File: config.mk
export PLATFORM = sky130hd
export DESIGN_NAME = arb_result_bank
export DESIGN_NICKNAME = d
export VERILOG_FILES = /design/src/verilog/arb_result_slot.v /design/src/verilog/arb_avalon_slave.v /design/src/verilog/arb_result_bank.v
export VERILOG_INCLUDE_DIRS = /design/src /design/src/verilog
export SDC_FILE = /design/constraint.sdc
export NUM_CORES = 1
export LEC_CHECK = 0
export ABC_CLOCK_PERIOD_IN_PS = 4800
export BUFFER_PORTS_ARGS = -buffer_cell sky130_fd_sc_hd__clkbuf_2
export CAP_MARGIN = 20
export CORE_MARGIN = 2
export CORE_UTILIZATION = 55
export CTS_CLUSTER_SIZE = 12
export DETAILED_ROUTE_END_ITERATION = 10
export HOLD_SLACK_MARGIN = 0.1
export PLACE_DENSITY = 0.84
export SLEW_MARGIN = 20
export SYNTH_ARGS = -nofsm -noshare
export SYNTH_HDL_FRONTEND = slang
export SYNTH_SLANG_ARGS = --single-unit
File: constraint.sdc
create_clock -name clock -period 4.8 [get_ports clock]
set_clock_uncertainty 0.15 [all_clocks]
set_input_delay 0.72 -clock clock [delete_from_list [all_inputs] [get_ports clock]]
set_output_delay 0.72 -clock clock [all_outputs]
set_load 0.05 [all_outputs]
File: src/verilog/arb_result_bank_map.vh
// Address map, field layout and reset values of the result register bank.
// Included by the bank's modules; holds definitions only.
`ifndef ARB_RESULT_BANK_MAP_VH
`define ARB_RESULT_BANK_MAP_VH

// Register indices; the byte address is four times the index.
`define ARB_IDX_CH3_LOW    10'h126
`define ARB_IDX_CH3_HIGH   10'h127
`define ARB_IDX_CH4_LOW    10'h128
`define ARB_IDX_CH4_HIGH   10'h129
`define ARB_IDX_CH5_LOW    10'h12A
`define ARB_IDX_CH5_HIGH   10'h12B
`define ARB_IDX_CH6_LOW    10'h12C
`define ARB_IDX_CH6_HIGH   10'h12D
`define ARB_IDX_CH7_LOW    10'h12E
`define ARB_IDX_CH7_HIGH   10'h12F
`define ARB_IDX_CH8_LOW    10'h130
`define ARB_IDX_CH8_HIGH   10'h131
`define ARB_IDX_IRQ_STATUS 10'h140
`define ARB_IDX_IRQ_MASK   10'h141
`define ARB_IDX_FLAG_VIEW  10'h142

// Channel numbering and slot selection.
`define ARB_FIRST_CHANNEL  4'h3
`define ARB_SLOT_CH3       3'h0
`define ARB_SLOT_CH4       3'h1
`define ARB_SLOT_CH5       3'h2
`define ARB_SLOT_CH6       3'h3
`define ARB_SLOT_CH7       3'h4
`define ARB_SLOT_CH8       3'h5

// Field layout of the result byte pair.
`define ARB_HIGH_RES_MSB   9
`define ARB_HIGH_RES_LSB   2
`define ARB_LOW_RES_MSB    1
`define ARB_LOW_ONES       5'h1F

// Reset values.
`define ARB_RESULT_RST     10'h000
`define ARB_FLAG_RST       1'b0
`define ARB_STATUS_RST     6'h00
`define ARB_MASK_RST       6'h00
`define ARB_READDATA_RST   32'h0000_0000
`define ARB_WAIT_RST       1'b1

`endif

File: src/verilog/arb_result_slot.v
// One channel's result byte pair with its result-stored flag.
// Assumes store and read_clear are single-cycle pulses on the same clock.
`timescale 1ns/1ps
`include "arb_result_bank_map.vh"

module arb_result_slot (
  // Clock and reset.
  input  wire       clock,
  input  wire       reset_n,
  // Conversion side.
  input  wire       store,
  input  wire [9:0] result,
  // Bus side.
  input  wire       read_clear,
  output wire [7:0] high_byte,
  output wire [7:0] low_byte,
  output wire       flag
);

  reg [9:0] result_reg;
  reg       flag_reg;

  always @(posedge clock or negedge reset_n) begin
    if (!reset_n) begin
      result_reg <= `ARB_RESULT_RST;
      flag_reg   <= `ARB_FLAG_RST;
    end else begin
      if (store) begin
        result_reg <= result;
      end
      // A store in the cycle of a read keeps the flag set, so no result
      // arrives unannounced.
      if (store) begin
        flag_reg <= 1'b1;
      end else if (read_clear) begin
        flag_reg <= 1'b0;
      end
    end
  end

  assign high_byte =
    result_reg[`ARB_HIGH_RES_MSB:`ARB_HIGH_RES_LSB];
  assign low_byte  = {result_reg[`ARB_LOW_RES_MSB:0],
                      `ARB_LOW_ONES,
                      flag_reg};
  assign flag      = flag_reg;

endmodule

File: src/verilog/arb_avalon_slave.v
// Avalon-MM handshake: every request is answered after one wait state.
// Assumes the master holds read or write until it sees waitrequest low.
`timescale 1ns/1ps
`include "arb_result_bank_map.vh"

module arb_avalon_slave (
  // Clock and reset.
  input  wire clock,
  input  wire reset_n,
  // Request strobes.
  input  wire avs_read,
  input  wire avs_write,
  // Handshake.
  output wire avs_waitrequest,
  output wire capture
);

  reg  wait_reg;
  wire request;

  assign request = avs_read | avs_write;

  // Capture marks the first cycle of a request; side effects happen there
  // once, even though the master holds the request for a second cycle.
  assign capture = request & wait_reg;

  always @(posedge clock or negedge reset_n) begin
    if (!reset_n) begin
      wait_reg <= `ARB_WAIT_RST;
    end else begin
      wait_reg <= ~capture;
    end
  end

  assign avs_waitrequest = wait_reg;

endmodule

File: src/verilog/arb_result_bank.v
// Result register bank of a 10-bit converter, channels 3 to 8, behind an
// Avalon-MM slave with one wait state, plus a masked interrupt.
// Assumes conversion results arrive as one-cycle pulses on this clock.
//
// Behaviour
// - Result bits 9 to 2 sit in the high byte at bits 7 to 0.
// - Result bits 1 and 0 sit in the low byte at bits 7 and 6.
// - Bits 5 to 1 of every low byte always read as one.
// - Bit 0 of every low byte is a result-stored flag, 0 at reset.
// - Storing a new result sets that channel's flag in the same update.
// - Reading either byte of a channel clears that channel's flag, unless a store to it lands in the same cycle.
// - Each channel holds a ten-bit result, 1024 steps of the span.
`timescale 1ns/1ps
`include "arb_result_bank_map.vh"

module arb_result_bank #(
  parameter NUM_CH = 6
) (
  // Clock and reset.
  input  wire        clock,
  input  wire        reset_n,
  // Avalon-MM slave, byte addressed.
  input  wire [11:0] avs_address,
  input  wire        avs_read,
  input  wire        avs_write,
  input  wire [31:0] avs_writedata,
  input  wire [3:0]  avs_byteenable,
  output wire [31:0] avs_readdata,
  output wire        avs_waitrequest,
  // Conversion results.
  input  wire        conv_valid,
  input  wire [3:0]  conv_channel,
  input  wire [9:0]  conv_result,
  // Interrupt.
  output wire        irq
);

  ////////////////////////////////////////////////////////////////////////////
  // Declarations.

  wire                capture;
  wire                aligned;
  wire [9:0]          word_index;
  wire                rd_capture;
  wire                wr_capture;

  reg                 sel_result;
  reg                 sel_high;
  reg  [2:0]          sel_slot;
  reg                 sel_status;
  reg                 sel_mask;
  reg                 sel_view;

  wire [NUM_CH-1:0]   store;
  wire [NUM_CH-1:0]   read_clear;
  wire [NUM_CH-1:0]   flags;
  wire [8*NUM_CH-1:0] high_bus;
  wire [8*NUM_CH-1:0] low_bus;

  reg  [NUM_CH-1:0]   status_reg;
  reg  [NUM_CH-1:0]   status_next;
  reg  [NUM_CH-1:0]   mask_reg;
  reg  [NUM_CH-1:0]   mask_next;
  reg                 irq_reg;
  reg  [31:0]         readdata_reg;
  reg  [31:0]         readdata_next;
  reg  [7:0]          byte_sel;

  integer             i;

  ////////////////////////////////////////////////////////////////////////////
  // Bus handshake.

  arb_avalon_slave u_slave (
    .clock           (clock),
    .reset_n         (reset_n),
    .avs_read        (avs_read),
    .avs_write       (avs_write),
    .avs_waitrequest (avs_waitrequest),
    .capture         (capture)
  );

  assign rd_capture = capture & avs_read;
  assign wr_capture = capture & avs_write;

  ////////////////////////////////////////////////////////////////////////////
  // Address decode. Only word-aligned byte addresses hit a register; any
  // other address reads as zero and ignores writes.

  assign aligned    = (avs_address[1:0] == 2'h0);
  assign word_index = avs_address[11:2];

  always @* begin
    sel_result = 1'b0;
    sel_high   = 1'b0;
    sel_slot   = `ARB_SLOT_CH3;
    sel_status = 1'b0;
    sel_mask   = 1'b0;
    sel_view   = 1'b0;
    if (aligned) begin
      case (word_index)
        `ARB_IDX_CH3_LOW: begin
          sel_result = 1'b1;
          sel_slot   = `ARB_SLOT_CH3;
        end
        `ARB_IDX_CH3_HIGH: begin
          sel_result = 1'b1;
          sel_high   = 1'b1;
          sel_slot   = `ARB_SLOT_CH3;
        end
        `ARB_IDX_CH4_LOW: begin
          sel_result = 1'b1;
          sel_slot   = `ARB_SLOT_CH4;
        end
        `ARB_IDX_CH4_HIGH: begin
          sel_result = 1'b1;
          sel_high   = 1'b1;
          sel_slot   = `ARB_SLOT_CH4;
        end
        `ARB_IDX_CH5_LOW: begin
          sel_result = 1'b1;
          sel_slot   = `ARB_SLOT_CH5;
        end
        `ARB_IDX_CH5_HIGH: begin
          sel_result = 1'b1;
          sel_high   = 1'b1;
          sel_slot   = `ARB_SLOT_CH5;
        end
        `ARB_IDX_CH6_LOW: begin
          sel_result = 1'b1;
          sel_slot   = `ARB_SLOT_CH6;
        end
        `ARB_IDX_CH6_HIGH: begin
          sel_result = 1'b1;
          sel_high   = 1'b1;
          sel_slot   = `ARB_SLOT_CH6;
        end
        `ARB_IDX_CH7_LOW: begin
          sel_result = 1'b1;
          sel_slot   = `ARB_SLOT_CH7;
        end
        `ARB_IDX_CH7_HIGH: begin
          sel_result = 1'b1;
          sel_high   = 1'b1;
          sel_slot   = `ARB_SLOT_CH7;
        end
        `ARB_IDX_CH8_LOW: begin
          sel_result = 1'b1;
          sel_slot   = `ARB_SLOT_CH8;
        end
        `ARB_IDX_CH8_HIGH: begin
          sel_result = 1'b1;
          sel_high   = 1'b1;
          sel_slot   = `ARB_SLOT_CH8;
        end
        `ARB_IDX_IRQ_STATUS: begin
          sel_status = 1'b1;
        end
        `ARB_IDX_IRQ_MASK: begin
          sel_mask = 1'b1;
        end
        `ARB_IDX_FLAG_VIEW: begin
          sel_view = 1'b1;
        end
        default: begin
          sel_result = 1'b0;
        end
      endcase
    end
  end

  ////////////////////////////////////////////////////////////////////////////
  // Channel slots. A result for a channel outside 3 to 8 matches no slot
  // and is dropped.

  genvar k;
  generate
    for (k = 0; k < NUM_CH; k = k + 1) begin : g_slot
      // A genvar cannot be part-selected, so its value is held here.
      localparam [31:0] SLOT_K = k;
      assign store[k] = conv_valid &
        (conv_channel == (`ARB_FIRST_CHANNEL + SLOT_K[3:0]));
      // Either byte of the pair clears the flag; writes never do.
      assign read_clear[k] = rd_capture & sel_result &
        (sel_slot == SLOT_K[2:0]);

      arb_result_slot u_slot (
        .clock      (clock),
        .reset_n    (reset_n),
        .store      (store[k]),
        .result     (conv_result),
        .read_clear (read_clear[k]),
        .high_byte  (high_bus[8*k +: 8]),
        .low_byte   (low_bus[8*k +: 8]),
        .flag       (flags[k])
      );
    end
  endgenerate

  ////////////////////////////////////////////////////////////////////////////
  // Interrupt status and mask. Each store sets a sticky status bit; a read
  // of the status register clears it, but a store in that same cycle wins.

  always @* begin
    status_next = status_reg;
    if (rd_capture && sel_status) begin
      status_next = {NUM_CH{1'b0}};
    end
    status_next = status_next | store;
  end

  // Only the mask takes writes. Result bytes carry no write path at all,
  // so a write there is acknowledged and has no effect.
  always @* begin
    mask_next = mask_reg;
    if (wr_capture && sel_mask && avs_byteenable[0]) begin
      mask_next = avs_writedata[NUM_CH-1:0];
    end
  end

  always @(posedge clock or negedge reset_n) begin
    if (!reset_n) begin
      status_reg <= `ARB_STATUS_RST;
      mask_reg   <= `ARB_MASK_RST;
      irq_reg    <= 1'b0;
    end else begin
      status_reg <= status_next;
      mask_reg   <= mask_next;
      // Built from the next values so irq tracks the status register
      // without a cycle of lag.
      irq_reg    <= |(status_next & mask_next);
    end
  end

  assign irq = irq_reg;

  ////////////////////////////////////////////////////////////////////////////
  // Read data. Sampled at the capture edge, the same edge that clears the
  // flag, so the value returned is the one the clear acted on.

  always @* begin
    byte_sel = 8'h00;
    for (i = 0; i < NUM_CH; i = i + 1) begin
      if (sel_slot == i[2:0]) begin
        if (sel_high) begin
          byte_sel = high_bus[8*i +: 8];
        end else begin
          byte_sel = low_bus[8*i +: 8];
        end
      end
    end
  end

  always @* begin
    readdata_next = readdata_reg;
    if (rd_capture) begin
      readdata_next = 32'h0000_0000;
      if (sel_result) begin
        readdata_next[7:0] = byte_sel;
      end else if (sel_status) begin
        readdata_next[NUM_CH-1:0] = status_reg;
      end else if (sel_mask) begin
        readdata_next[NUM_CH-1:0] = mask_reg;
      end else if (sel_view) begin
        readdata_next[NUM_CH-1:0] = flags;
      end
    end
  end

  always @(posedge clock or negedge reset_n) begin
    if (!reset_n) begin
      readdata_reg <= `ARB_READDATA_RST;
    end else begin
      readdata_reg <= readdata_next;
    end
  end

  assign avs_readdata = readdata_reg;

  ////////////////////////////////////////////////////////////////////////////
  // Writes to result bytes, status, flag view or unmapped addresses fall
  // through every path above untouched.

endmodule

Yosys cells after proc, flatten, opt, wreduce, memory -nomap -nowiden
Index checks and enable logic that the tools add are counted.
{"block": "word_totals", "elab_cells": 125, "regBits": 88, "inputBits": 67}
{"block": "op_classes", "eq_ne": 26, "bitwise": 20, "n_mux": 43, "reduce_logical": 19}
{"op": "equality test 10 x 9 -> 1 bit (second input constant)", "n": 15}
{"op": "2-to-1 mux 8 bit", "n": 12}
{"op": "2-to-1 mux 6 bit", "n": 6}
{"op": "2-to-1 mux 1 bit", "n": 22}
{"op": "AND 1 bit", "n": 16}
{"op": "equality test 4 x 3 -> 1 bit (second input constant)", "n": 4}
{"op": "one-hot mux 3 bit (5 select lines)", "n": 1}
{"op": "nonzero test 2 bit", "n": 6}
{"op": "OR reduction 12 bit", "n": 1}
{"op": "OR reduction 6 bit", "n": 2}
{"op": "OR reduction 2 bit", "n": 5}
{"op": "AND 6 bit", "n": 1}
{"op": "equality test 3 x 2 -> 1 bit (second input constant)", "n": 2}
{"op": "equality test 3 bit (second input constant)", "n": 2}
{"op": "bitwise OR 6 bit", "n": 1}
{"op": "equality test 4 x 2 -> 1 bit (second input constant)", "n": 1}
{"op": "equality test 4 bit (second input constant)", "n": 1}
{"op": "equality test 3 x 1 -> 1 bit (second input constant)", "n": 1}
{"op": "logical AND 1 bit", "n": 3}
{"op": "zero test 3 bit", "n": 1}
{"op": "2-to-1 mux 3 bit", "n": 1}
{"op": "zero test 2 bit", "n": 1}
{"op": "2-to-1 mux 2 bit", "n": 1}
{"op": "inverter 1 bit", "n": 1}
{"op": "bitwise OR 1 bit", "n": 1}

Depth between registers and ports, before layout
{"block": "logic_depth", "ltp_word": 12, "ltp_mapped": 10, "depth_no_buf": 6}

Hierarchy
From an unflattened synthesis, not the netlist that was laid out.
{"block": "unflattened", "hier_cells": 481, "hier_area_um2": 5383.9}
{"module": "arb_result_slot", "area_per_inst_um2": 494.2, "cells_each": 31, "n_inst": 6}
{"module": "arb_result_bank", "area_per_inst_um2": 2379.8, "cells_each": 292, "n_inst": 1}
{"module": "arb_avalon_slave", "area_per_inst_um2": 38.8, "cells_each": 3, "n_inst": 1}

Worst setup path before layout
No wires, ideal clock.
{"block": "synth_path", "path_type": "input-to-reg", "start": "input port avs_address[6]", "end": "register readdata_reg[0], in the netlist avs_readdata[0]", "n_path_buf": 2, "path_stages": 8, "arrival_ns": 2.503, "path_slack_ns": 2.006, "setup_ns": 0.141, "path_cell_list": "buf_6 -> or4b_1 -> buf_4 -> o21a_4 -> nor2_8 -> mux2_2 -> a2111oi_0 -> a22oi_1"}
{"block": "synth_via", "elab_chain_cells": 12, "word_cells_on_any_way": 56}
{"element": "start: declaration", "line": "arb_result_bank.v:23", "text": "input wire [11:0] avs_address,"}
{"element": "equality test 10 x 9 -> 1 bit", "line": "arb_result_bank.v:101", "text": "case (word_index)"}
{"element": "OR reduction 2 bit (no line) or OR reduction 6 bit (tied branches)"}
{"element": "one-hot mux 3 bit (5 select lines) or 2-to-1 mux 1 bit (tied branches)", "line": "arb_result_bank.v:101"}
{"element": "2-to-1 mux 3 bit or 2-to-1 mux 1 bit (tied branches)", "line": "arb_result_bank.v:100", "text": "if (aligned) begin"}
{"element": "zero test 3 bit or 2-to-1 mux 8 bit (tied branches)", "line": "arb_result_bank.v:244, arb_result_bank.v:245"}
{"element": "2-to-1 mux 8 bit (6 in a row)", "line": "arb_result_bank.v:244", "text": "if (sel_slot == i[2:0]) begin"}
{"element": "2-to-1 mux 6 bit *", "line": "arb_result_bank.v:258", "text": "if (sel_result) begin"}
{"element": "end signal: assignment", "line": "arb_result_bank.v:272", "text": "readdata_reg <= `ARB_READDATA_RST;"}
{"element": "end signal: assignment", "line": "arb_result_bank.v:274", "text": "readdata_reg <= readdata_next;"}
{"element": "end: declaration", "line": "arb_result_bank.v:65", "text": "reg [31:0] readdata_reg;"}
Mark *: on every way between the ends. The rest lies on a longest branch, timed or not.
A chain may end at the register's enable or synchronous reset.

Final worst setup path
{"block": "layout_path", "start": "input port avs_address[3]", "end": "register readdata_reg[6], in the netlist avs_readdata[6]"}
{"block": "layout_via", "elab_chain_cells": 12, "word_cells_on_any_way": 44}
{"element": "equality test 10 x 9 -> 1 bit", "line": "arb_result_bank.v:101"}
{"element": "OR reduction 2 bit (no line) or OR reduction 6 bit (tied branches)"}
{"element": "one-hot mux 3 bit (5 select lines) or 2-to-1 mux 1 bit (tied branches)", "line": "arb_result_bank.v:101"}
{"element": "2-to-1 mux 3 bit or 2-to-1 mux 1 bit (tied branches)", "line": "arb_result_bank.v:100"}
{"element": "zero test 3 bit or 2-to-1 mux 8 bit (tied branches)", "line": "arb_result_bank.v:244, arb_result_bank.v:245"}
{"element": "2-to-1 mux 8 bit (6 in a row)", "line": "arb_result_bank.v:244"}
{"element": "2-to-1 mux 2 bit *", "line": "arb_result_bank.v:258"}
Marked as above.

==> results.ini <==
[sta]
setup_viol = 0
fin_crit_sh = 0.706
rsz0062_at_grt = no
clock.fmax_ghz = 0.295
tns_ps = 0
slew_headroom = 0.250
report.final.slew_viol_count = 0
final_hold_viol_count = 0
timing.final.crit_period_ps = 3390
worstMarginPinSlew_ps = 1120

[power_and_ir_drop]
p_leak_nw = 2.20
power.total_mw = 1.85
ir_drop_mv = 0.208
p_per_area_nw_per_um2 = 362

[clocking]
cts-root-buf = clkbuf_8
cts_resized = 0
cts_tree = done
cts.sinks = 88
clock_latency_ps = 370
cts_setup_buffers = 0
h-tree-depth = 3
clk_path_buf_depth = 2
hold_buffers = 0
clk_pin_slew_ps = 80
cts_buffers = 9

[placed_design]
gp_congestion = 0.908
dp_cells = 548
hpwl_mm = 7.72
placed_cell_area_um2 = 4890
portBuffers = 47

[yosys]
synthArstFlopShare = 1.00
ys_types = 60
syn_area_um2 = 4730
syn_avg_cell_area_um2 = 11.2
synth_edf_count = 0
ys_seq_elements = 88
synth_ff_type = dfrtp_1
synth_seq_area_share = 0.466
yosysWarnings = 0
synth_cells = 421

[route]
wl_per_cell_um = 19.9
first_pass_iters = 5
drt_iter0_markers = 332
top_layer_used = met4
wl_met1_mm = 4.78
dr_wl_met3_um = 860
drcViolationCount = 0
routed_wl_mm = 11.2
postRouteAntennaNets = 0
viasPerCell = 6.38
route.met2.wl_mm = 5.17
num_vias = 3599

[setup_path]
path_class = input port to flip-flop
crit_fanout = 23
required_ps = 4890
worstSetupEndpointType = flip-flop
crit_path_start_kind = input port
crit_arrival_ps = 3480

[global_route]
grt_pass1_vias = 3613
antenna_found_initial = 0
grt_pass1_wl_mm = 18.5
grt_usage = 0.248
grt_max_degree = 89
overflow = 0

[layout]
final.fill_count = 659
drive_gt1_frac = 0.318
final_cell_count_no_fill = 564
n_antenna_cell = 0
largest_register_ffs = 60
area_growth_pct = 8.47
design_area_um2 = 5130
nNetsFinal = 521

[outcome]
run_status = finished, final reports clean

[floorplanning]
die_h_um = 96.7
start_util = 0.572
fp.coreArea_um2 = 8260
dieArea_um2 = 9350
rows = 33
die_w_um = 96.7
io_pins = 101

[min_path]
hold_path.class = input port to asynchronous set/reset pin

[job]
max_cap_viol_count = 0

-- power breakdown --
part	total [mW]	switching [mW]	internal, mW
Combinational	0.318	0.170	0.149
Sequential	0.954	0.0758	0.878
Clock	0.582	0.273	0.309
-- path summary, 6_finish.rpt --
path / start / endpoint / slack (ps) / cells after the start
setup / recovery: avs_address[3] / avs_readdata[6] / 1410 / 7
hold / removal: reset_n / g_slot[4].u_slot.result_reg[4] / 260 / 1
setup reg to reg: u_slave.avs_waitrequest / irq / 2220 / 5
hold reg to reg: g_slot[2].u_slot.result_reg[4] / g_slot[2].u_slot.result_reg[4] / 360 / 1
max in group asynchronous: reset_n / mask_reg[4] / 3720 / 1
min in group clock: g_slot[2].u_slot.result_reg[4] / g_slot[2].u_slot.result_reg[4] / 360 / 1
-- metrics by stage --
stage / utilization / setup slack [ps] / hold slack, ps
6_report: 0.621 / 1410 / 256
5_1_grt: 0.621 / 1210 / 327
4_1_cts: 0.620 / 1490 / 362
3_5_place_dp: 0.592 / 1120 / 341
3_3_place_gp: 0.592 / 1130 / 323
2_1_floorplan: - / 2010 / 274
-- cells in the final DEF (no fill, tap or decap), types with 6 or more instances in the layout --
master and count:
dfrtp_1 87, mux2_2 69, clkbuf_2 46, nand2_1 26, conb_1 24, a21oi_1 22, o21ai_0 21, mux2i_1 12
clkbuf_8 10, nand2b_1 9, nor3_1 9, a21o_1 7, o2bb2ai_1 7, nor2_1 7, nand4b_1 6
-- critical path: stages --
cell and delay, ps:
clkbuf_2 340, or4b_1 800, o21a_4 270, nor2_8 370, mux2_2 400, a2111oi_0 420, o21ai_1 120
-- kinds of logic after synthesis --
group / count (synthesis) / share of synthesized area
AOI/OAI and AO/OA: 94 / 0.137
DFF: 88 / 0.466
buffers and inverters: 52 / 0.0699
and+or+nand+nor: 104 / 0.135
other: 1 / 0.000793
muxes: 81 / 0.190
xor gates and xnor gates: 1 / 0.00185
-- per-layer routing --
metal,track usage,up-vias
li1,-,1602
met4,0.116,0
met3,0.0484,36
met5,0,-
met1,0.342,1764
met2,0.379,197
-- final cells by class --
type	count	area, um^2	share of cell area
Clock buffer	10	138	0.0268
Clock inverter	6	92.6	0.0181
Inverter	2	7.51	0.00146
Multi-Input combinational cell	304	2300	0.448
Sequential cell	88	2200	0.430
Tap cell	105	131	0.0256
Timing Repair Buffer	49	256	0.0500
-- Yosys cell counts (all sizes together), types with 2 or more instances --
library cell / number / area (um^2)
mux2: 69 / 777
nand4: 4 / 25.0
and2: 2 / 12.5
inv: 2 / 7.51
o2bb2ai: 7 / 61.3
a21oi: 23 / 119
o221ai: 5 / 43.8
clkbuf: 12 / 45.0
buf: 38 / 278
nand2: 26 / 97.6
o21ai: 23 / 115
nor2: 9 / 50.1
a222oi: 2 / 20.0
nor4: 4 / 31.3
mux2i: 12 / 120
a2111o: 2 / 22.5
nand4b: 6 / 52.6
nor3: 10 / 55.1
nand3: 5 / 25.0
a21o: 7 / 52.6
or4bb: 2 / 22.5
o211ai: 3 / 22.5
dfrtp: 87 / 2180
nor2b: 3 / 18.8
a2111oi: 5 / 43.8
or3: 5 / 31.3
nand2b: 9 / 56.3
and3: 4 / 25.0
a221oi: 2 / 17.5
or4b: 2 / 20.0
nor3b: 2 / 15.0
a22oi: 4 / 30.0
a21boi: 3 / 22.5
nor4b: 2 / 17.5
and3b: 3 / 26.3
and4: 2 / 17.5
a211oi: 2 / 15.0
No activity file was read; power rests on OpenSTA's default activity.
